**config.mk**
```make
export PLATFORM = sky130hd
export DESIGN_NAME = offset_mode_regs
export DESIGN_NICKNAME = d
export VERILOG_FILES = /design/src/ofs_cfg_pkg.sv /design/src/offset_loop.sv /design/src/offset_mode_regs.sv
export SDC_FILE = /design/constraint.sdc
export NUM_CORES = 1
export LEC_CHECK = 0
export BUFFER_PORTS_ARGS = -buffer_cell sky130_fd_sc_hd__buf_2
export CORE_MARGIN = 1.5
export CORE_UTILIZATION = 65
export DETAILED_ROUTE_END_ITERATION = 16
export PLACE_DENSITY = 0.85
export REMOVE_ABC_BUFFERS = 1
export SLEW_MARGIN = 10
export SYNTH_ARGS = -nofsm -noshare
export SYNTH_HDL_FRONTEND = slang
export SYNTH_SLANG_ARGS = --single-unit
```
**constraint.sdc**
```tcl
create_clock -name clk -period 13 [get_ports clk]
set_input_delay 2.6 -clock clk [delete_from_list [all_inputs] [get_ports clk]]
set_output_delay 2.6 -clock clk [all_outputs]
set_load 0.02 [all_outputs]
```
**src/ofs_cfg_pkg.sv**
```systemverilog
package ofs_cfg_pkg;
    localparam int ADDR_W = 8;
    localparam int DATA_W = 8;
    localparam int DATA_OUT_W = 14;
    localparam logic [7:0] ADDR_HIGH_PERF_A = 8'h02;
    localparam logic [7:0] ADDR_CHAN_B_PED = 8'hc1;
    localparam logic [7:0] ADDR_LOOP_CTRL = 8'hcf;
    localparam logic [7:0] ADDR_HIGH_PERF_B = 8'hd5;
    localparam logic [7:0] ADDR_HIGH_PERF_C = 8'hd7;
    localparam logic [7:0] ADDR_HP_CHB_SLOW = 8'hdb;
    localparam logic [7:0] ADDR_SLOW_MASTER = 8'hef;
    localparam logic [7:0] ADDR_SWING_EN = 8'hf1;
    localparam logic [7:0] ADDR_CHAN_A_SLOW = 8'hf2;
    // host-side controls, each given its own address here
    localparam logic [7:0] ADDR_OFFSET_EN = 8'h3d;
    localparam logic [7:0] ADDR_DIGITAL_EN = 8'h42;
    localparam logic [7:0] RESET_VALUE = 8'h00;
    localparam int PED_MSB = 7;
    localparam int PED_LSB = 2;
    localparam int HOLD_BIT = 7;
    localparam int TAU_MSB = 5;
    localparam int TAU_LSB = 2;
    localparam int SLOW_MASTER_BIT = 4;
    localparam int CHA_SLOW_BIT = 3;
    localparam int CHB_SLOW_BIT = 0;
    localparam int TUNE3_BIT = 6;
    localparam int TUNE4_BIT = 4;
    localparam int TUNE5_BIT = 3;
    localparam int TUNE6_BIT = 3;
    localparam int TUNE7_BIT = 2;
    localparam int TUNE8_BIT = 5;
    localparam int OFFSET_EN_BIT = 5;
    localparam int DIGITAL_EN_BIT = 3;
    localparam int SWING_MSB = 1;
    localparam int SWING_LSB = 0;
    localparam logic [1:0] SWING_OFF = 2'h0;
    localparam logic [1:0] SWING_ON = 2'h3;
    localparam logic [13:0] MIDCODE = 14'h2000;
    localparam int ACC_W = 32;
    localparam int ACC_FRAC = 16;
    localparam int SHIFT_MIN = 4;
endpackage : ofs_cfg_pkg

```
**src/offset_loop.sv**
```systemverilog
`timescale 1ns/1ps
`default_nettype none
module offset_loop
    import ofs_cfg_pkg::*;
(
    input wire logic clk, // system clock
    input wire logic sys_rst, // sync reset
    input wire logic run, // loop enabled
    input wire logic hold, // freeze estimate
    input wire logic [3:0] tau, // time-constant code
    input wire logic signed [5:0] ped, // signed pedestal
    input wire logic [13:0] raw, // raw converter sample
    output logic [13:0] corrected // corrected sample
);
    typedef struct packed {
        logic signed [ACC_W-1:0] acc;
        logic [13:0] out;
    } st_s;
    st_s st, next_st;
    logic signed [ACC_W-1:0] target, err, est;
    logic [4:0] shamt;
    always_comb
    begin
        next_st = st;
        // fixed table: averaging length 2^(tau+4) cycles
        shamt = 5'(tau) + 5'(SHIFT_MIN);
        target = ACC_W'(signed'({1'b0, MIDCODE})) + ACC_W'(ped);
        est = st.acc >>> ACC_FRAC;
        err = ACC_W'(signed'({1'b0, raw})) - est - target;
        if (run && !hold) // RL4 RL18
        begin
            next_st.acc = st.acc + ((err <<< ACC_FRAC) >>> shamt);
        end
        if (run) // RL2 RL15
        begin
            next_st.out = 14'(ACC_W'(signed'({1'b0, raw})) - est);
        end
        else
        begin
            next_st.out = raw;
        end
    end
    always_ff @(posedge clk)
    begin
        if (sys_rst)
            st <= '0;
        else
            st <= next_st;
    end
    assign corrected = st.out;
endmodule : offset_loop
`default_nettype wire

```
**src/offset_mode_regs.sv**
```systemverilog
`timescale 1ns/1ps
`default_nettype none
// Operation
// RL1: pedestal field is signed, -32 to +31
// RL2: loop converges channel B to midcode plus pedestal
// RL3: each channel has own pedestal register
// RL4: freeze holds last offset estimate
// RL5: host keeps correction enabled when using freeze
// RL6: time constant from control bits five..two
// RL7: master bit gates per-channel low-speed enables
// RL8: channel A low-speed from its bit three
// RL9: channel B low-speed from bit zero
// RL10: host sets master before per-channel bits
// RL11: swing control off at 00, on at 11
// RL12: host sets all tune bits above 160 MSPS
// RL13: tune bits sit at documented addresses
// RL14: all registers reset to zero
// RL15: correction runs only with enable bit set
// RL16: digital enable gates all digital functions
// RL17: host writes zero to reserved bits
// RL18: time-constant code maps by fixed table
module offset_mode_regs
    import ofs_cfg_pkg::*;
(
    input wire logic clk, // 100 MHz clock
    input wire logic sys_rst, // sync reset, high
    input wire logic [ADDR_W-1:0] addr, // register address
    input wire logic [DATA_W-1:0] wdata, // write data
    input wire logic wr, // write strobe
    input wire logic rd, // read strobe
    input wire logic [13:0] chan_b_raw, // channel B raw sample
    output logic [DATA_W-1:0] rdata, // read data, cycle after rd
    output logic [13:0] chan_b_data, // channel B corrected sample
    output logic signed [5:0] chan_b_offset_shift, // pedestal value
    output logic hold_offset_estimate, // freeze control
    output logic [3:0] offset_loop_tau, // loop time-constant code
    output logic offset_loop_enable, // effective correction enable
    output logic chan_a_slow_en, // channel A low-speed active
    output logic chan_b_slow_en, // channel B low-speed active
    output logic swing_reg_ctrl, // swing under register control
    output logic [5:0] fast_rate_tune // tune bits 3..8 in [0..5]
);
    typedef struct packed {
        logic [7:0] high_perf_ctrl_a;
        logic [7:0] chan_b_offset_pedestal;
        logic [7:0] offset_loop_control;
        logic [7:0] high_perf_ctrl_b;
        logic [7:0] high_perf_ctrl_c;
        logic [7:0] high_perf_and_chan_b_slow;
        logic [7:0] slow_mode_master;
        logic [7:0] swing_control_enable;
        logic [7:0] chan_a_slow_mode;
        logic [7:0] offset_en_reg;
        logic [7:0] digital_en_reg;
        logic [7:0] rdata;
    } regs_s;
    regs_s r, next_r;

    function automatic logic hit(input logic [7:0] a, input logic [7:0] target);
        return a == target;
    endfunction : hit

    // one decode shared by the unmapped-read check and its coverage
    function automatic logic mapped(input logic [7:0] a);
        case (a)
            ADDR_HIGH_PERF_A, ADDR_CHAN_B_PED, ADDR_LOOP_CTRL, ADDR_HIGH_PERF_B,
            ADDR_HIGH_PERF_C, ADDR_HP_CHB_SLOW, ADDR_SLOW_MASTER, ADDR_SWING_EN,
            ADDR_CHAN_A_SLOW, ADDR_OFFSET_EN, ADDR_DIGITAL_EN: return 1'b1;
            default: return 1'b0;
        endcase
    endfunction : mapped

    always_comb
    begin
        next_r = r;
        next_r.rdata = RESET_VALUE;
        if (wr)
        begin
            if (hit(addr, ADDR_HIGH_PERF_A)) next_r.high_perf_ctrl_a = wdata; // RL13
            if (hit(addr, ADDR_CHAN_B_PED)) next_r.chan_b_offset_pedestal = wdata; // RL3
            if (hit(addr, ADDR_LOOP_CTRL)) next_r.offset_loop_control = wdata;
            if (hit(addr, ADDR_HIGH_PERF_B)) next_r.high_perf_ctrl_b = wdata;
            if (hit(addr, ADDR_HIGH_PERF_C)) next_r.high_perf_ctrl_c = wdata;
            if (hit(addr, ADDR_HP_CHB_SLOW)) next_r.high_perf_and_chan_b_slow = wdata;
            if (hit(addr, ADDR_SLOW_MASTER)) next_r.slow_mode_master = wdata;
            if (hit(addr, ADDR_SWING_EN)) next_r.swing_control_enable = wdata;
            if (hit(addr, ADDR_CHAN_A_SLOW)) next_r.chan_a_slow_mode = wdata;
            if (hit(addr, ADDR_OFFSET_EN)) next_r.offset_en_reg = wdata;
            if (hit(addr, ADDR_DIGITAL_EN)) next_r.digital_en_reg = wdata;
        end
        if (rd)
        begin
            // unmapped addresses read zero
            case (addr)
                ADDR_HIGH_PERF_A: next_r.rdata = r.high_perf_ctrl_a;
                ADDR_CHAN_B_PED: next_r.rdata = r.chan_b_offset_pedestal;
                ADDR_LOOP_CTRL: next_r.rdata = r.offset_loop_control;
                ADDR_HIGH_PERF_B: next_r.rdata = r.high_perf_ctrl_b;
                ADDR_HIGH_PERF_C: next_r.rdata = r.high_perf_ctrl_c;
                ADDR_HP_CHB_SLOW: next_r.rdata = r.high_perf_and_chan_b_slow;
                ADDR_SLOW_MASTER: next_r.rdata = r.slow_mode_master;
                ADDR_SWING_EN: next_r.rdata = r.swing_control_enable;
                ADDR_CHAN_A_SLOW: next_r.rdata = r.chan_a_slow_mode;
                ADDR_OFFSET_EN: next_r.rdata = r.offset_en_reg;
                ADDR_DIGITAL_EN: next_r.rdata = r.digital_en_reg;
                default: next_r.rdata = RESET_VALUE;
            endcase
        end
    end

    always_ff @(posedge clk)
    begin
        if (sys_rst)
            r <= '0; // RL14
        else
            r <= next_r;
    end

    assign rdata = r.rdata;
    assign chan_b_offset_shift = signed'(r.chan_b_offset_pedestal[PED_MSB:PED_LSB]); // RL1
    assign hold_offset_estimate = r.offset_loop_control[HOLD_BIT];
    assign offset_loop_tau = r.offset_loop_control[TAU_MSB:TAU_LSB]; // RL6
    // correction needs both its own bit and the digital master
    assign offset_loop_enable = r.offset_en_reg[OFFSET_EN_BIT] // RL15
        && r.digital_en_reg[DIGITAL_EN_BIT]; // RL16
    assign chan_a_slow_en = r.slow_mode_master[SLOW_MASTER_BIT] // RL7
        && r.chan_a_slow_mode[CHA_SLOW_BIT]; // RL8
    assign chan_b_slow_en = r.slow_mode_master[SLOW_MASTER_BIT]
        && r.high_perf_and_chan_b_slow[CHB_SLOW_BIT]; // RL9
    // codes 01 and 10 are forbidden; treated as off
    assign swing_reg_ctrl = r.swing_control_enable[SWING_MSB:SWING_LSB] == SWING_ON; // RL11
    assign fast_rate_tune = {r.high_perf_and_chan_b_slow[TUNE8_BIT], // RL13
        r.high_perf_ctrl_c[TUNE7_BIT], r.high_perf_ctrl_c[TUNE6_BIT],
        r.high_perf_ctrl_b[TUNE5_BIT], r.high_perf_ctrl_b[TUNE4_BIT],
        r.high_perf_ctrl_a[TUNE3_BIT]};

    offset_loop u_loop (
        .clk(clk),
        .sys_rst(sys_rst),
        .run(offset_loop_enable), // RL5
        .hold(hold_offset_estimate), // RL4
        .tau(offset_loop_tau),
        .ped(chan_b_offset_shift), // RL2
        .raw(chan_b_raw),
        .corrected(chan_b_data)
    );

    property p_reset_zero;
        @(posedge clk) sys_rst |=> (r == '0);
    endproperty
    a_reset_zero: assert property (p_reset_zero) else $error("registers not zero after reset"); // RL14

    property p_slow_master;
        @(posedge clk) disable iff (sys_rst)
        !r.slow_mode_master[SLOW_MASTER_BIT] |-> !chan_a_slow_en && !chan_b_slow_en;
    endproperty
    a_slow_master: assert property (p_slow_master) else $error("slow mode without master"); // RL7

    property p_cha_slow;
        @(posedge clk) disable iff (sys_rst)
        wr && hit(addr, ADDR_CHAN_A_SLOW) && r.slow_mode_master[SLOW_MASTER_BIT]
            && !(hit(addr, ADDR_SLOW_MASTER))
        |=> chan_a_slow_en == $past(wdata[CHA_SLOW_BIT]);
    endproperty
    a_cha_slow: assert property (p_cha_slow) else $error("channel A slow mismatch"); // RL8

    property p_chb_slow;
        @(posedge clk) disable iff (sys_rst)
        wr && hit(addr, ADDR_HP_CHB_SLOW) && r.slow_mode_master[SLOW_MASTER_BIT]
        |=> chan_b_slow_en == $past(wdata[CHB_SLOW_BIT]);
    endproperty
    a_chb_slow: assert property (p_chb_slow) else $error("channel B slow mismatch"); // RL9

    property p_ped_sign;
        @(posedge clk) disable iff (sys_rst)
        wr && hit(addr, ADDR_CHAN_B_PED) ##1 1
        |-> (chan_b_offset_shift < 0) == $past(wdata[PED_MSB]);
    endproperty
    a_ped_sign: assert property (p_ped_sign) else $error("pedestal sign wrong"); // RL1

    property p_tau;
        @(posedge clk) disable iff (sys_rst)
        wr && hit(addr, ADDR_LOOP_CTRL) |=> offset_loop_tau == $past(wdata[TAU_MSB:TAU_LSB]);
    endproperty
    a_tau: assert property (p_tau) else $error("time constant not taken"); // RL6

    property p_swing;
        @(posedge clk) disable iff (sys_rst)
        wr && hit(addr, ADDR_SWING_EN)
        |=> swing_reg_ctrl == ($past(wdata[SWING_MSB:SWING_LSB]) == SWING_ON);
    endproperty
    a_swing: assert property (p_swing) else $error("swing control on for wrong code"); // RL11

    property p_digital;
        @(posedge clk) disable iff (sys_rst)
        !r.digital_en_reg[DIGITAL_EN_BIT] || !r.offset_en_reg[OFFSET_EN_BIT]
        |=> chan_b_data == $past(chan_b_raw);
    endproperty
    a_digital: assert property (p_digital) else $error("correction active while disabled"); // RL15

    property p_tune3;
        @(posedge clk) disable iff (sys_rst)
        wr && hit(addr, ADDR_HIGH_PERF_A) |=> fast_rate_tune[0] == $past(wdata[TUNE3_BIT]);
    endproperty
    a_tune3: assert property (p_tune3) else $error("tune bit 3 misplaced"); // RL13

    property p_read;
        @(posedge clk) disable iff (sys_rst)
        rd && hit(addr, ADDR_SLOW_MASTER) && !wr |=> rdata == r.slow_mode_master;
    endproperty
    a_read: assert property (p_read) else $error("readback mismatch");

    // read data stands one cycle only, unmapped reads give zero
    property p_rdata_idle;
        @(posedge clk) disable iff (sys_rst)
        !rd |=> rdata == RESET_VALUE;
    endproperty
    a_rdata_idle: assert property (p_rdata_idle) else $error("read data not cleared");

    property p_unmapped_rd;
        @(posedge clk) disable iff (sys_rst)
        rd && !mapped(addr) |=> rdata == RESET_VALUE;
    endproperty
    a_unmapped_rd: assert property (p_unmapped_rd) else $error("unmapped read not zero");

    property p_read_ped;
        @(posedge clk) disable iff (sys_rst)
        rd && hit(addr, ADDR_CHAN_B_PED) |=> rdata == $past(r.chan_b_offset_pedestal);
    endproperty
    a_read_ped: assert property (p_read_ped) else $error("pedestal readback wrong"); // RL3

    // pedestal and loop controls
    property p_ped_value;
        @(posedge clk) disable iff (sys_rst)
        wr && hit(addr, ADDR_CHAN_B_PED)
        |=> chan_b_offset_shift == signed'($past(wdata[PED_MSB:PED_LSB]));
    endproperty
    a_ped_value: assert property (p_ped_value) else $error("pedestal value wrong"); // RL1

    // another address must never disturb the channel B pedestal
    property p_ped_isolated;
        @(posedge clk) disable iff (sys_rst)
        wr && !hit(addr, ADDR_CHAN_B_PED) |=> $stable(chan_b_offset_shift);
    endproperty
    a_ped_isolated: assert property (p_ped_isolated) else $error("pedestal disturbed"); // RL3

    property p_hold;
        @(posedge clk) disable iff (sys_rst)
        wr && hit(addr, ADDR_LOOP_CTRL) |=> hold_offset_estimate == $past(wdata[HOLD_BIT]);
    endproperty
    a_hold: assert property (p_hold) else $error("freeze bit not taken"); // RL4

    property p_freeze;
        @(posedge clk) disable iff (sys_rst)
        offset_loop_enable && hold_offset_estimate |=> $stable(u_loop.st.acc);
    endproperty
    a_freeze: assert property (p_freeze) else $error("estimate moved while frozen"); // RL4

    // correction enables
    property p_run;
        @(posedge clk) disable iff (sys_rst)
        wr && hit(addr, ADDR_OFFSET_EN) && r.digital_en_reg[DIGITAL_EN_BIT]
        |=> offset_loop_enable == $past(wdata[OFFSET_EN_BIT]);
    endproperty
    a_run: assert property (p_run) else $error("correction enable not taken"); // RL15

    property p_digital_off;
        @(posedge clk) disable iff (sys_rst)
        wr && hit(addr, ADDR_DIGITAL_EN) && !wdata[DIGITAL_EN_BIT] |=> !offset_loop_enable;
    endproperty
    a_digital_off: assert property (p_digital_off) else $error("digital master ignored"); // RL16

    // low-speed gating
    property p_master_on;
        @(posedge clk) disable iff (sys_rst)
        wr && hit(addr, ADDR_SLOW_MASTER) && wdata[SLOW_MASTER_BIT]
        |=> chan_a_slow_en == r.chan_a_slow_mode[CHA_SLOW_BIT]
            && chan_b_slow_en == r.high_perf_and_chan_b_slow[CHB_SLOW_BIT];
    endproperty
    a_master_on: assert property (p_master_on) else $error("channel bits not followed"); // RL7

    property p_chb_off;
        @(posedge clk) disable iff (sys_rst)
        wr && hit(addr, ADDR_HP_CHB_SLOW) && !wdata[CHB_SLOW_BIT] |=> !chan_b_slow_en;
    endproperty
    a_chb_off: assert property (p_chb_off) else $error("channel B slow stuck on"); // RL9

    property p_cha_off;
        @(posedge clk) disable iff (sys_rst)
        wr && hit(addr, ADDR_CHAN_A_SLOW) && !wdata[CHA_SLOW_BIT] |=> !chan_a_slow_en;
    endproperty
    a_cha_off: assert property (p_cha_off) else $error("channel A slow stuck on"); // RL8

    // code 00 always leaves register swing control off
    property p_swing_off;
        @(posedge clk) disable iff (sys_rst)
        r.swing_control_enable[SWING_MSB:SWING_LSB] == SWING_OFF |-> !swing_reg_ctrl;
    endproperty
    a_swing_off: assert property (p_swing_off) else $error("swing control on at code 00"); // RL11

    property p_tune4;
        @(posedge clk) disable iff (sys_rst)
        wr && hit(addr, ADDR_HIGH_PERF_B) |=> fast_rate_tune[1] == $past(wdata[TUNE4_BIT]);
    endproperty
    a_tune4: assert property (p_tune4) else $error("tune bit 4 misplaced"); // RL13

    property p_tune5;
        @(posedge clk) disable iff (sys_rst)
        wr && hit(addr, ADDR_HIGH_PERF_B) |=> fast_rate_tune[2] == $past(wdata[TUNE5_BIT]);
    endproperty
    a_tune5: assert property (p_tune5) else $error("tune bit 5 misplaced"); // RL13

    property p_tune6;
        @(posedge clk) disable iff (sys_rst)
        wr && hit(addr, ADDR_HIGH_PERF_C) |=> fast_rate_tune[3] == $past(wdata[TUNE6_BIT]);
    endproperty
    a_tune6: assert property (p_tune6) else $error("tune bit 6 misplaced"); // RL13

    property p_tune7;
        @(posedge clk) disable iff (sys_rst)
        wr && hit(addr, ADDR_HIGH_PERF_C) |=> fast_rate_tune[4] == $past(wdata[TUNE7_BIT]);
    endproperty
    a_tune7: assert property (p_tune7) else $error("tune bit 7 misplaced"); // RL13

    property p_tune8;
        @(posedge clk) disable iff (sys_rst)
        wr && hit(addr, ADDR_HP_CHB_SLOW) |=> fast_rate_tune[5] == $past(wdata[TUNE8_BIT]);
    endproperty
    a_tune8: assert property (p_tune8) else $error("tune bit 8 misplaced"); // RL13

    // enable, freeze, swing, tune and read outputs start off after reset
    property p_reset_out;
        @(posedge clk)
        sys_rst |=> !offset_loop_enable && !hold_offset_estimate && !swing_reg_ctrl
            && fast_rate_tune == '0 && rdata == RESET_VALUE;
    endproperty
    a_reset_out: assert property (p_reset_out) else $error("outputs not off after reset"); // RL14

    property p_reset_data;
        @(posedge clk)
        sys_rst |=> chan_b_data == '0;
    endproperty
    a_reset_data: assert property (p_reset_data) else $error("sample not cleared by reset"); // RL14

    c_freeze: cover property (@(posedge clk) offset_loop_enable && hold_offset_estimate);
    c_slow_both: cover property (@(posedge clk) chan_a_slow_en && chan_b_slow_en);
    c_swing: cover property (@(posedge clk) swing_reg_ctrl);
    c_tune_all: cover property (@(posedge clk) &fast_rate_tune);
    c_unmapped_rd: cover property (@(posedge clk) rd && !mapped(addr));
endmodule : offset_mode_regs
`default_nettype wire

```
==> results of run 1 <==
worst min-delay path, stage by stage (launching register included):
cell	delay, ns
dfxtp_1	0.31
nand2_1	0.05
a21oi_1	0.05
sequential cells by signal, summed over array words and instances, names as in the netlist:
name                  flops
chan_b_offset_shift       6
fast_rate_tune            6
hold_offset_estimate      1
offset_loop_tau           4
r                        71
rdata                     8
u_loop.corrected         14
u_loop.est               16
u_loop.st                16
power by group:
group | leakage [nW] | switching (mW) | internal [mW]
clock | 0.300 | 0.207 | 0.311
combinational | 3.08 | 0.233 | 0.145
sequential | 1.15 | 0.000690 | 0.438
worst min-delay path by stage:
stage / start / endpoint / slack [ns] / cells after the start
after global routing: r[18] / r[18] / 0.47 / 2
final: r[31] / r[31] / 0.46 / 2
after CTS: r[63] / r[63] / 0.46 / 2
after global placement: r[55] / r[55] / 0.44 / 2
after detailed placement: r[25] / r[25] / 0.45 / 2
after floorplan: r[40] / r[40] / 0.43 / 2
layer usage:
| metal | part of all wire | track usage | vias up | routed length (µm) |
|---|---|---|---|---|
| met4 | 0.039 | 0.157 | 0 | 1150 |
| li1 | - | - | 4862 | - |
| met1 | 0.41 | 0.429 | 4733 | 11900 |
| met2 | 0.47 | 0.578 | 517 | 13700 |
| met5 | 0 | 0 | - | 0 |
| met3 | 0.080 | 0.0734 | 93 | 2330 |
layout make-up:
| cell class | count | area, µm² | share of cell area |
|---|---|---|---|
| Multi-Input combinational cell | 1062 | 6840 | 0.608 |
| Sequential cell | 142 | 2840 | 0.253 |
| Timing Repair Buffer | 92 | 503 | 0.0447 |
| Clock buffer | 18 | 439 | 0.0390 |
| Tap cell | 216 | 270 | 0.0240 |
| Clock inverter | 13 | 179 | 0.0159 |
| Inverter | 47 | 176 | 0.0157 |
layout by cell type (no fill, tap or decap), drive strengths merged, types with 6 or more instances in the layout:
master  count
a221oi     11
nand2b      8
nor3       26
buf        92
clkbuf     18
inv        51
a211oi     18
a221o       9
nor2       76
ha         75
dfxtp     142
a21boi      7
nor4       11
nand2     215
nor2b      11
o21bai     13
a21oi     168
xnor2      34
and2       13
mux2i      41
xor2       13
o21ai      60
or3         8
nand3      76
and3       10
a21o       23
nand3b      6
o211ai     16
a31oi      17
a22oi      20
kinds of logic (layout without fill, tap and decap cells):
family / Yosys count / in the layout
adder cells (fa/ha/maj): 78 / 78
multiplexers: 50 / 50
XOR/XNOR: 47 / 47
buffers and inverters: 168 / 170
AO/OA/AOI/OAI: 403 / 403
AND/OR/NAND/NOR: 484 / 484
flip-flops: 142 / 142
==> impl_metrics.prom, run 1 <==
# TYPE chip_impl_metric gauge
chip_impl_metric{name="fp.dieH",unit="µm"} 130
chip_impl_metric{name="detail_route.first_pass.iterations",unit=""} 8
chip_impl_metric{name="post-synth-top-area-fraction",unit=""} 0.272
chip_impl_info{name="timing.rr.start",value="u_loop.est[0]"} 1
chip_impl_metric{name="vdd_drop_max",unit="mV"} 0.104
chip_impl_info{name="yosysMostFrequentCell",value="nand2_1"} 1
chip_impl_metric{name="place_inst",unit=""} 1559
chip_impl_metric{name="finish.utilization",unit=""} 0.711
chip_impl_metric{name="die_w",unit="µm"} 130
chip_impl_metric{name="clk_transition_reported_paths",unit="ns"} 0.06
chip_impl_metric{name="synthesized_area_fraction_occupied_by_xor_and_xnor_cells",unit=""} 0.0418
chip_impl_metric{name="tightestPinTransition",unit="ns"} 1.21
chip_impl_metric{name="critical_path_required",unit="ns"} 13.32
chip_impl_metric{name="worst_r2r_path_depth",unit=""} 34
chip_impl_metric{name="vias_per_cell",unit=""} 6.42
chip_impl_metric{name="synth_fa_ha_area_frac",unit=""} 0.0954
chip_impl_metric{name="finish.net_count",unit=""} 1474
chip_impl_metric{name="initial_core_util",unit=""} 0.661
chip_impl_metric{name="dp_slack",unit="ns"} 2.65
chip_impl_metric{name="max_freq",unit="MHz"} 98.6
chip_impl_info{name="setup.worst_path.end",value="u_loop.est[12]"} 1
chip_impl_metric{name="route.antenna.remaining_nets",unit=""} 0
chip_impl_metric{name="synth-simple-area-share",unit=""} 0.216
chip_impl_metric{name="muxShareOfSynthArea",unit=""} 0.0539
chip_impl_metric{name="cts_setup_buffers",unit=""} 0
chip_impl_metric{name="dr.first_iter.drc_count",unit=""} 1016
chip_impl_metric{name="worst-path-buf-inv",unit=""} 4
chip_impl_metric{name="finalHoldViolations",unit=""} 0
chip_impl_metric{name="wirelength",unit="µm"} 29100
chip_impl_metric{name="postSynthRegisterBits",unit=""} 142
chip_impl_metric{name="syn_to_final_growth",unit="%"} 7.47
chip_impl_metric{name="cts-htree-levels",unit=""} 4
chip_impl_info{name="cell_chosen_for_the_clock_root",value="clkbuf_16"} 1
chip_impl_metric{name="yosys_warnings",unit=""} 0
chip_impl_metric{name="largest_net_degree_at_the_start_of_global_routing",unit=""} 70
chip_impl_metric{name="power_density",unit="nW/µm²"} 119
chip_impl_metric{name="post_synth_instance_area",unit="µm²"} 10500
chip_impl_metric{name="synth_compound_area_frac",unit=""} 0.245
chip_impl_info{name="regToRegEndpoint",value="u_loop.est[12]"} 1
chip_impl_metric{name="coreArea",unit="µm²"} 15800
chip_impl_metric{name="report.power.total",unit="mW"} 1.33
chip_impl_metric{name="hpwl",unit="µm"} 20400
chip_impl_metric{name="fraction_of_layout_instances_using_a_drive_strength_above_1",unit=""} 0.114
chip_impl_metric{name="layout.filler_cells",unit=""} 1246
chip_impl_metric{name="portBuffers",unit=""} 76
chip_impl_metric{name="clk-insertion-delay-late",unit="ns"} 0.43
chip_impl_metric{name="syn-instance-count",unit=""} 1372
chip_impl_metric{name="grt_pass1_wl",unit="µm"} 46000
chip_impl_metric{name="grt_use_total",unit=""} 0.346
chip_impl_info{name="status",value="finished clean"} 1
chip_impl_metric{name="antenna_cells",unit=""} 0
chip_impl_metric{name="placement_rows",unit=""} 46
chip_impl_metric{name="critical_path_arrival",unit="ns"} 10.46
chip_impl_metric{name="relSlewSlack",unit=""} 0.193
chip_impl_metric{name="final.setup.tns",unit="ns"} 0
chip_impl_metric{name="remaining_drc_errors",unit=""} 0
chip_impl_metric{name="fin_worst_hold_slack",unit="ns"} 0.456
chip_impl_metric{name="setup_violations",unit=""} 0
chip_impl_metric{name="cts.sink_count",unit=""} 142
chip_impl_info{name="critical_path.startpoint",value="chan_b_raw[0]"} 1
chip_impl_metric{name="grt_overflow",unit=""} 0
chip_impl_metric{name="syn_avg_cell_area",unit="µm²"} 7.63
chip_impl_metric{name="finalCritPeriodShare",unit=""} 0.780
chip_impl_metric{name="worstSetupPathDepth",unit=""} 36
chip_impl_info{name="min-delay-path-class",value="reg2reg"} 1
chip_impl_info{name="critical_path.slowest_cell",value="xor2_2"} 1
chip_impl_metric{name="die-area",unit="µm²"} 16900
chip_impl_metric{name="timing.clock.skew",unit="ns"} 0.00575
chip_impl_info{name="endpoint_kind",value="flip-flop"} 1
chip_impl_info{name="netlist_top_cells_area",value="dfxtp_1 (27%), ha_1 (9.0%), a21oi_1 (8.0%)"} 1
chip_impl_info{name="synth_largest_area_cell",value="dfxtp_1"} 1
chip_impl_info{name="postSynth.topFlopCell",value="dfxtp_1"} 1
chip_impl_metric{name="critical_path.max_fanout",unit=""} 14
chip_impl_metric{name="post_cts.resized_instances",unit=""} 0
chip_impl_info{name="rsz0062_at_grt",value="no"} 1
chip_impl_metric{name="final.min_clock_period",unit="ns"} 10.15
chip_impl_metric{name="antenna_found_initial",unit=""} 0
chip_impl_metric{name="cts_made_buffers",unit=""} 17
chip_impl_info{name="synth_top_family_by_area",value="compound AO/OA/AOI/OAI gates"} 1
chip_impl_metric{name="post_dp_cell_area",unit="µm²"} 10600
chip_impl_info{name="cts_tree",value="done"} 1
chip_impl_metric{name="cts.hold.buffers_added",unit=""} 0
chip_impl_metric{name="wl_per_cell",unit="µm"} 18.3
chip_impl_metric{name="post-route-cell-area",unit="µm²"} 11200
chip_impl_metric{name="critical-path-max-stage-delay",unit="ns"} 0.56
chip_impl_metric{name="pin_count",unit=""} 77
chip_impl_metric{name="maxCapViolCount",unit=""} 0
chip_impl_info{name="critPathKind",value="in2reg"} 1
chip_impl_metric{name="report.final.slew_viol_count",unit=""} 0
chip_impl_info{name="critical_path.startpoint_type",value="input pin"} 1
chip_impl_metric{name="first_global_vias",unit=""} 9084
chip_impl_metric{name="synthDistinctLibCells",unit=""} 79
chip_impl_metric{name="instances_no_fill",unit=""} 1590
chip_impl_metric{name="dr_total_vias",unit=""} 10205
chip_impl_metric{name="r2r_setup_slack",unit="ns"} 4.63
chip_impl_metric{name="synth_sequential_area_ratio",unit=""} 0.272
chip_impl_metric{name="async_flop_share",unit=""} 0
chip_impl_metric{name="postLayoutSetupSlackWorst",unit="ns"} 2.85
chip_impl_metric{name="place.gp.congestion",unit=""} 0.935
chip_impl_metric{name="synth_enable_flop_cells",unit=""} 0
chip_impl_metric{name="leakagePower",unit="nW"} 4.53
chip_impl_info{name="synth.cells.most_frequent",value="nand2_1 (215), a21oi_1 (168), dfxtp_1 (142)"} 1
chip_impl_info{name="cpLargestDelayFamily",value="compound AO/OA/AOI/OAI gates"} 1
chip_impl_metric{name="cts_buffer_depth",unit=""} 2
No activity file was read; power rests on OpenSTA's default activity.
==> run 2, diff against run 1 <==
--- a/config.mk
+++ b/config.mk
@@ -7,9 +7,9 @@
 export LEC_CHECK = 0
 export BUFFER_PORTS_ARGS = -buffer_cell sky130_fd_sc_hd__buf_2
 export CORE_MARGIN = 1.5
-export CORE_UTILIZATION = 65
+export CORE_UTILIZATION = 56
 export DETAILED_ROUTE_END_ITERATION = 16
-export PLACE_DENSITY = 0.85
+export PLACE_DENSITY = 0.78
 export REMOVE_ABC_BUFFERS = 1
 export SLEW_MARGIN = 10
 export SYNTH_ARGS = -nofsm -noshare
==> constraint.sdc (replaced) <==
create_clock -name clk -period 8.5 [get_ports clk]
set_input_delay 1.7 -clock clk [delete_from_list [all_inputs] [get_ports clk]]
set_output_delay 1.7 -clock clk [all_outputs]
set_load 0.02 [all_outputs]
==> run 2 against run 1 <==
Effect of this change: final cell count up 3.8%; final area up 3.8%; clock-buffer cell count down 1; combinational power increased by 70%; routed wire length grew 1.5%; flip-flop and latch count unchanged; die area grew 16%; sequential share of layout area shrank 0.93 points; non-clock buffer count grew 47; clock skew grew 0.0030 ns; global-route usage shrank 4.4 points; critical path type unchanged; largest power group unchanged.
==> impl_metrics.prom, run 2 (synthesis results as in run 1) <==
# TYPE chip_impl_metric gauge
chip_impl_metric{name="hpwl",unit="µm"} 21200
chip_impl_metric{name="finish.net_count",unit=""} 1521
chip_impl_metric{name="instances_no_fill",unit=""} 1651
chip_impl_metric{name="cts_made_buffers",unit=""} 17
chip_impl_metric{name="final.setup.tns",unit="ns"} 0
chip_impl_info{name="min-delay-path-class",value="reg2reg"} 1
chip_impl_metric{name="grt_use_total",unit=""} 0.301
chip_impl_metric{name="timing.clock.skew",unit="ns"} 0.00878
chip_impl_info{name="mostFrequentLayoutCell",value="nand2_1"} 1
chip_impl_metric{name="finalCritPeriodShare",unit=""} 0.965
chip_impl_metric{name="comb_power_share",unit=""} 0.311
chip_impl_metric{name="power.share.clock",unit=""} 0.365
chip_impl_metric{name="clk-insertion-delay-late",unit="ns"} 0.43
chip_impl_metric{name="grt_pass1_wl",unit="µm"} 47800
chip_impl_metric{name="largest_register_ffs",unit=""} 71
chip_impl_metric{name="cts.sink_count",unit=""} 142
chip_impl_info{name="status",value="finished clean"} 1
chip_impl_metric{name="finalHoldViolations",unit=""} 0
chip_impl_info{name="critPathKind",value="in2reg"} 1
chip_impl_metric{name="postLayoutSetupSlackWorst",unit="ns"} 0.299
chip_impl_metric{name="final.min_clock_period",unit="ns"} 8.20
chip_impl_metric{name="report.final.slew_viol_count",unit=""} 0
chip_impl_metric{name="clk_transition_reported_paths",unit="ns"} 0.06
chip_impl_metric{name="finish.utilization",unit=""} 0.644
chip_impl_metric{name="internal-power",unit="mW"} 1.35
chip_impl_metric{name="wl_per_cell",unit="µm"} 17.9
chip_impl_info{name="critical_path.slowest_cell",value="mux4_2"} 1
chip_impl_metric{name="critical_path.max_fanout",unit=""} 13
chip_impl_metric{name="switchingPower",unit="mW"} 0.716
chip_impl_metric{name="antenna_cells",unit=""} 0
chip_impl_metric{name="leakagePower",unit="nW"} 4.75
chip_impl_metric{name="vdd_drop_max",unit="mV"} 0.139
chip_impl_metric{name="maxCapViolCount",unit=""} 0
chip_impl_metric{name="fp.dieH",unit="µm"} 140
chip_impl_metric{name="antenna_found_initial",unit=""} 0
chip_impl_info{name="critical_path.startpoint_type",value="input pin"} 1
chip_impl_metric{name="detail_route.first_pass.iterations",unit=""} 6
chip_impl_info{name="cell_chosen_for_the_clock_root",value="clkbuf_16"} 1
chip_impl_metric{name="critical_path_required",unit="ns"} 8.82
chip_impl_metric{name="sequentialPowerShare",unit=""} 0.325
chip_impl_metric{name="wirelength",unit="µm"} 29600
chip_impl_metric{name="route.antenna.remaining_nets",unit=""} 0
chip_impl_metric{name="cts.hold.buffers_added",unit=""} 0
chip_impl_metric{name="power_density",unit="nW/µm²"} 177
chip_impl_info{name="cpLargestDelayFamily",value="compound AO/OA/AOI/OAI gates"} 1
chip_impl_metric{name="portBuffers",unit=""} 76
chip_impl_metric{name="placement_rows",unit=""} 49
chip_impl_metric{name="max_freq",unit="MHz"} 122
chip_impl_metric{name="dp_slack",unit="ns"} -0.161
chip_impl_metric{name="die_w",unit="µm"} 140
chip_impl_metric{name="grt_overflow",unit=""} 0
chip_impl_metric{name="dr.first_iter.drc_count",unit=""} 879
chip_impl_metric{name="syn_to_final_growth",unit="%"} 11.6
chip_impl_info{name="largest-register",value="r"} 1
chip_impl_metric{name="critical-path-max-stage-delay",unit="ns"} 0.47
chip_impl_metric{name="dr_total_vias",unit=""} 10177
chip_impl_metric{name="setup_violations",unit=""} 0
chip_impl_metric{name="cts-htree-levels",unit=""} 4
chip_impl_metric{name="fraction_of_layout_instances_using_a_drive_strength_above_1",unit=""} 0.159
chip_impl_info{name="endpoint_kind",value="flip-flop"} 1
chip_impl_metric{name="first_global_vias",unit=""} 9324
chip_impl_metric{name="power.switching_fraction",unit=""} 0.347
chip_impl_metric{name="largest_net_degree_at_the_start_of_global_routing",unit=""} 75
chip_impl_metric{name="coreArea",unit="µm²"} 18100
chip_impl_metric{name="report.power.total",unit="mW"} 2.07
chip_impl_info{name="cts_tree",value="done"} 1
chip_impl_metric{name="vias_per_cell",unit=""} 6.16
chip_impl_metric{name="die-area",unit="µm²"} 19500
chip_impl_metric{name="worst-path-buf-inv",unit=""} 5
chip_impl_info{name="layout.cells.most_common_list",value="nand2_1 (215), a21oi_1 (161), dfxtp_1 (142), nand3_1 (76)"} 1
chip_impl_metric{name="remaining_drc_errors",unit=""} 0
chip_impl_metric{name="relSlewSlack",unit=""} 0.218
chip_impl_metric{name="place_inst",unit=""} 1619
chip_impl_metric{name="tightestPinTransition",unit="ns"} 1.17
chip_impl_metric{name="cts_buffer_depth",unit=""} 2
chip_impl_info{name="rsz0062_at_grt",value="yes"} 1
chip_impl_metric{name="critical_path_arrival",unit="ns"} 8.52
chip_impl_metric{name="pin_count",unit=""} 77
chip_impl_metric{name="initial_core_util",unit=""} 0.577
chip_impl_metric{name="place.gp.congestion",unit=""} 1.02
-- run 2: cell type report --
type | instances | area [µm²]
Sequential cell | 142 | 2840
Tap cell | 229 | 287
Inverter | 47 | 176
Clock inverter | 15 | 154
Timing Repair Buffer | 139 | 856
Clock buffer | 17 | 425
Fill cell | 1562 | 6470
Multi-Input combinational cell | 1062 | 6940
-- run 2: worst paths after layout --
path	cells past startpoint	from	slack, ns	end
setup / recovery	35	chan_b_raw[0]	0.30	u_loop.est[7]
hold / removal	2	r[28]	0.45	r[28]
setup reg to reg	33	u_loop.est[0]	1.23	u_loop.est[7]
hold reg to reg	2	r[28]	0.45	r[28]
-- run 2: worst reg2reg max path, delay by kind of cell (launching register included) --
kind | cells | cell delay, ns
AND/OR/NAND/NOR | 4 | 1.00
XOR/XNOR | 2 | 0.27
flip-flops | 1 | 0.44
buffers and inverters | 3 | 0.33
adder cells (fa/ha/maj) | 5 | 1.60
AO/OA/AOI/OAI | 17 | 2.97
multiplexers | 2 | 0.58
-- run 2: routing by layer --
layer / global-route usage / vias to the layer above / share of wire
met5: 0 / - / 0
met4: 0.109 / 0 / 0.029
met3: 0.0423 / 64 / 0.069
met2: 0.487 / 414 / 0.46
met1: 0.411 / 4725 / 0.44
li1: - / 4974 / -
-- run 2: metrics by stage --
| stage | hold slack (ns) | cell area, µm² |
|---|---|---|
| 2_1_floorplan | 0.430 | 9840 |
| 3_3_place_gp | 0.442 | 11000 |
| 3_5_place_dp | 0.446 | 11000 |
| 4_1_cts | 0.457 | 11600 |
| 5_1_grt | 0.475 | 11700 |
| 6_report | 0.454 | 11700 |
-- run 2: repair_timing --
| item | CTS | global route |
|---|---|---|
| buffers inserted | 0 | 0 |
| resized for setup | 0 | 32 |
| endpoints found under the setup margin | 0 | 17 |
-- run 2: power groups by stage --
stage	clock network [mW]	logic (mW)	registers [mW]
after detailed placement	0	0.608	0.685
after CTS	0.759	0.612	0.670
after global routing	0.788	0.693	0.670
after global placement	0	0.602	0.685
final	0.753	0.642	0.670
after floorplan	0	0.400	0.690
==> run 3, diff against run 2 <==
--- a/config.mk
+++ b/config.mk
@@ -6,11 +6,11 @@
 export NUM_CORES = 1
 export LEC_CHECK = 0
 export BUFFER_PORTS_ARGS = -buffer_cell sky130_fd_sc_hd__buf_2
+export CORE_ASPECT_RATIO = 1.1
 export CORE_MARGIN = 1.5
 export CORE_UTILIZATION = 56
 export DETAILED_ROUTE_END_ITERATION = 16
 export PLACE_DENSITY = 0.78
-export REMOVE_ABC_BUFFERS = 1
 export SLEW_MARGIN = 10
 export SYNTH_ARGS = -nofsm -noshare
 export SYNTH_HDL_FRONTEND = slang
==> run 3 against run 2 <==
Effect of this change: register-to-register slack hardly changed; critical path depth fell by 1; via count up 1.4%; total power increased by 4.3%; combinational power grew 8.4%; critical path type unchanged.
==> impl_metrics.prom, run 3 (synthesis results as in run 1) <==
# TYPE chip_impl_metric gauge
chip_impl_metric{name="cts_buffer_depth",unit=""} 2
chip_impl_metric{name="post-route-cell-area",unit="µm²"} 12000
chip_impl_metric{name="maxCapViolCount",unit=""} 0
chip_impl_metric{name="critical_path_required",unit="ns"} 8.83
chip_impl_metric{name="setup_violations",unit=""} 0
chip_impl_metric{name="largest_register_ffs",unit=""} 71
chip_impl_metric{name="antenna_cells",unit=""} 0
chip_impl_metric{name="pin_count",unit=""} 77
chip_impl_info{name="status",value="finished clean"} 1
chip_impl_metric{name="cts.hold.buffers_added",unit=""} 0
chip_impl_info{name="mostFrequentLayoutCell",value="nand2_1"} 1
chip_impl_metric{name="sequentialPowerShare",unit=""} 0.311
chip_impl_metric{name="initial_core_util",unit=""} 0.570
chip_impl_metric{name="grt_pass1_wl",unit="µm"} 48000
chip_impl_metric{name="timing.clock.skew",unit="ns"} 0.0140
chip_impl_metric{name="grt_overflow",unit=""} 0
chip_impl_metric{name="cts.sink_count",unit=""} 142
chip_impl_info{name="routed.top_layer",value="met4"} 1
chip_impl_metric{name="fin_worst_hold_slack",unit="ns"} 0.455
chip_impl_metric{name="critical-path-max-stage-delay",unit="ns"} 0.49
chip_impl_metric{name="syn_to_final_growth",unit="%"} 14.6
chip_impl_metric{name="die-area",unit="µm²"} 19500
chip_impl_info{name="critical_path.slowest_cell",value="mux4_2"} 1
chip_impl_metric{name="wl_per_cell",unit="µm"} 17.5
chip_impl_metric{name="switchingPower",unit="mW"} 0.730
chip_impl_metric{name="finish.utilization",unit=""} 0.654
chip_impl_info{name="endpoint_kind",value="flip-flop"} 1
chip_impl_metric{name="leakagePower",unit="nW"} 4.95
chip_impl_metric{name="power_density",unit="nW/µm²"} 180
chip_impl_metric{name="clk-insertion-delay-late",unit="ns"} 0.44
chip_impl_metric{name="finish.net_count",unit=""} 1557
chip_impl_metric{name="critical_path.max_fanout",unit=""} 4
chip_impl_metric{name="detail_route.first_pass.iterations",unit=""} 7
chip_impl_metric{name="finalCritPeriodShare",unit=""} 0.961
chip_impl_metric{name="die_w",unit="µm"} 133
chip_impl_metric{name="tightestPinTransition",unit="ns"} 1.15
chip_impl_info{name="layout.cells.most_common_list",value="nand2_1 (215), a21oi_1 (165), dfxtp_1 (142), buf_4 (99), nand3_1 (76)"} 1
chip_impl_metric{name="first_global_vias",unit=""} 9635
chip_impl_metric{name="coreArea",unit="µm²"} 18300
chip_impl_metric{name="met3WireLength",unit="µm"} 1820
chip_impl_info{name="cell_chosen_for_the_clock_root",value="clkbuf_16"} 1
chip_impl_info{name="critPathKind",value="in2reg"} 1
chip_impl_info{name="cts_tree",value="done"} 1
chip_impl_metric{name="drt-met1-wl",unit="µm"} 12200
chip_impl_metric{name="final.min_clock_period",unit="ns"} 8.17
chip_impl_metric{name="dr_total_vias",unit=""} 10316
chip_impl_metric{name="worst-path-buf-inv",unit=""} 5
chip_impl_metric{name="comb_power_share",unit=""} 0.323
chip_impl_metric{name="vias_per_cell",unit=""} 6.07
chip_impl_metric{name="vdd_drop_max",unit="mV"} 0.142
chip_impl_info{name="critical_path.startpoint_type",value="input pin"} 1
chip_impl_metric{name="report.final.slew_viol_count",unit=""} 0
chip_impl_info{name="crit_top_cell",value="ha_1"} 1
chip_impl_metric{name="power.switching_fraction",unit=""} 0.339
chip_impl_metric{name="fp.dieH",unit="µm"} 146
chip_impl_metric{name="critical_path_arrival",unit="ns"} 8.50
chip_impl_metric{name="met2RoutedLength",unit="µm"} 14500
chip_impl_metric{name="place.gp.congestion",unit=""} 0.959
chip_impl_metric{name="cts_made_buffers",unit=""} 17
chip_impl_metric{name="finalHoldViolations",unit=""} 0
chip_impl_metric{name="placement_rows",unit=""} 52
chip_impl_metric{name="grt_use_total",unit=""} 0.303
chip_impl_metric{name="power.share.clock",unit=""} 0.366
chip_impl_metric{name="antenna_found_initial",unit=""} 0
chip_impl_metric{name="cts-htree-levels",unit=""} 4
chip_impl_info{name="min-delay-path-class",value="reg2reg"} 1
chip_impl_metric{name="route.antenna.remaining_nets",unit=""} 0
chip_impl_metric{name="hpwl",unit="µm"} 21300
chip_impl_metric{name="post_dp_cell_area",unit="µm²"} 11200
chip_impl_metric{name="dr.first_iter.drc_count",unit=""} 930
chip_impl_metric{name="portBuffers",unit=""} 76
chip_impl_metric{name="internal-power",unit="mW"} 1.42
chip_impl_metric{name="fraction_of_layout_instances_using_a_drive_strength_above_1",unit=""} 0.175
chip_impl_metric{name="remaining_drc_errors",unit=""} 0
chip_impl_metric{name="wirelength",unit="µm"} 29800
chip_impl_metric{name="largest_net_degree_at_the_start_of_global_routing",unit=""} 73
chip_impl_info{name="cpLargestDelayFamily",value="compound AO/OA/AOI/OAI gates"} 1
chip_impl_info{name="largest-register",value="r"} 1
chip_impl_metric{name="synth_fp_nets",unit=""} 1484
chip_impl_metric{name="layout.filler_cells",unit=""} 1594
chip_impl_metric{name="relSlewSlack",unit=""} 0.229
chip_impl_metric{name="max_freq",unit="MHz"} 122
chip_impl_metric{name="clk_transition_reported_paths",unit="ns"} 0.07
## run 3: path summary, 6_finish.rpt
kind                                       to  depth (start not counted)  slack (ns)           from
worst min-delay path            u_loop.st[26]                          2        0.45  u_loop.st[26]
worst max-delay path            u_loop.est[7]                         34        0.33  chan_b_raw[0]
worst min register to register  u_loop.st[26]                          2        0.45  u_loop.st[26]
worst max register to register  u_loop.est[7]                         32        1.22  u_loop.est[0]
## run 3: worst min-delay path: cells and delay by family (launching register included)
kind            cells  cell delay, ns
flops               1            0.31
simple gates        1            0.05
compound gates      1            0.05
## run 3: layer usage
metal,up-vias,track usage
met1,4790,0.375
met5,-,0
met2,419,0.519
li1,5034,-
met4,0,0.144
met3,73,0.0413
## run 3: final cells by class
class / count / area (µm²) / area share
tap: 243 / 304 / 0.0254
multi-input combinational: 1062 / 6940 / 0.578
clock buffer: 17 / 425 / 0.0355
clock inverter: 14 / 176 / 0.0147
sequential: 142 / 2840 / 0.237
inverter: 47 / 176 / 0.0147
timing repair buffer: 175 / 1130 / 0.0942
## run 3: power groups by stage
stage / Clock (mW) / Combinational, mW / Sequential (mW)
3_3_place_gp: 0 / 0.646 / 0.685
6_report: 0.787 / 0.696 / 0.670
5_1_grt: 0.821 / 0.751 / 0.670
4_1_cts: 0.790 / 0.660 / 0.670
3_5_place_dp: 0 / 0.655 / 0.685
2_1_floorplan: 0 / 0.432 / 0.685
## run 3: stage by stage
| stage | instances | power [mW] | setup TNS [ns] | setup WS (ns) |
|---|---|---|---|---|
| final | 1700 | 2.15 | 0 | 0.328 |
| after global placement | 1663 | 1.33 | -0.275 | -0.101 |
| after CTS | 1694 | 2.12 | 0 | 0.167 |
| after detailed placement | 1663 | 1.34 | -2.04 | -0.257 |
| after floorplan | 1372 | 1.12 | 0 | 0.301 |
| after global routing | 1700 | 2.24 | -0.0894 | -0.0879 |
## run 3: repair_timing
item | in CTS | in global routing
setup buffers | 0 | 6
resized for setup | 0 | 22
endpoints found under the setup margin | 0 | 19
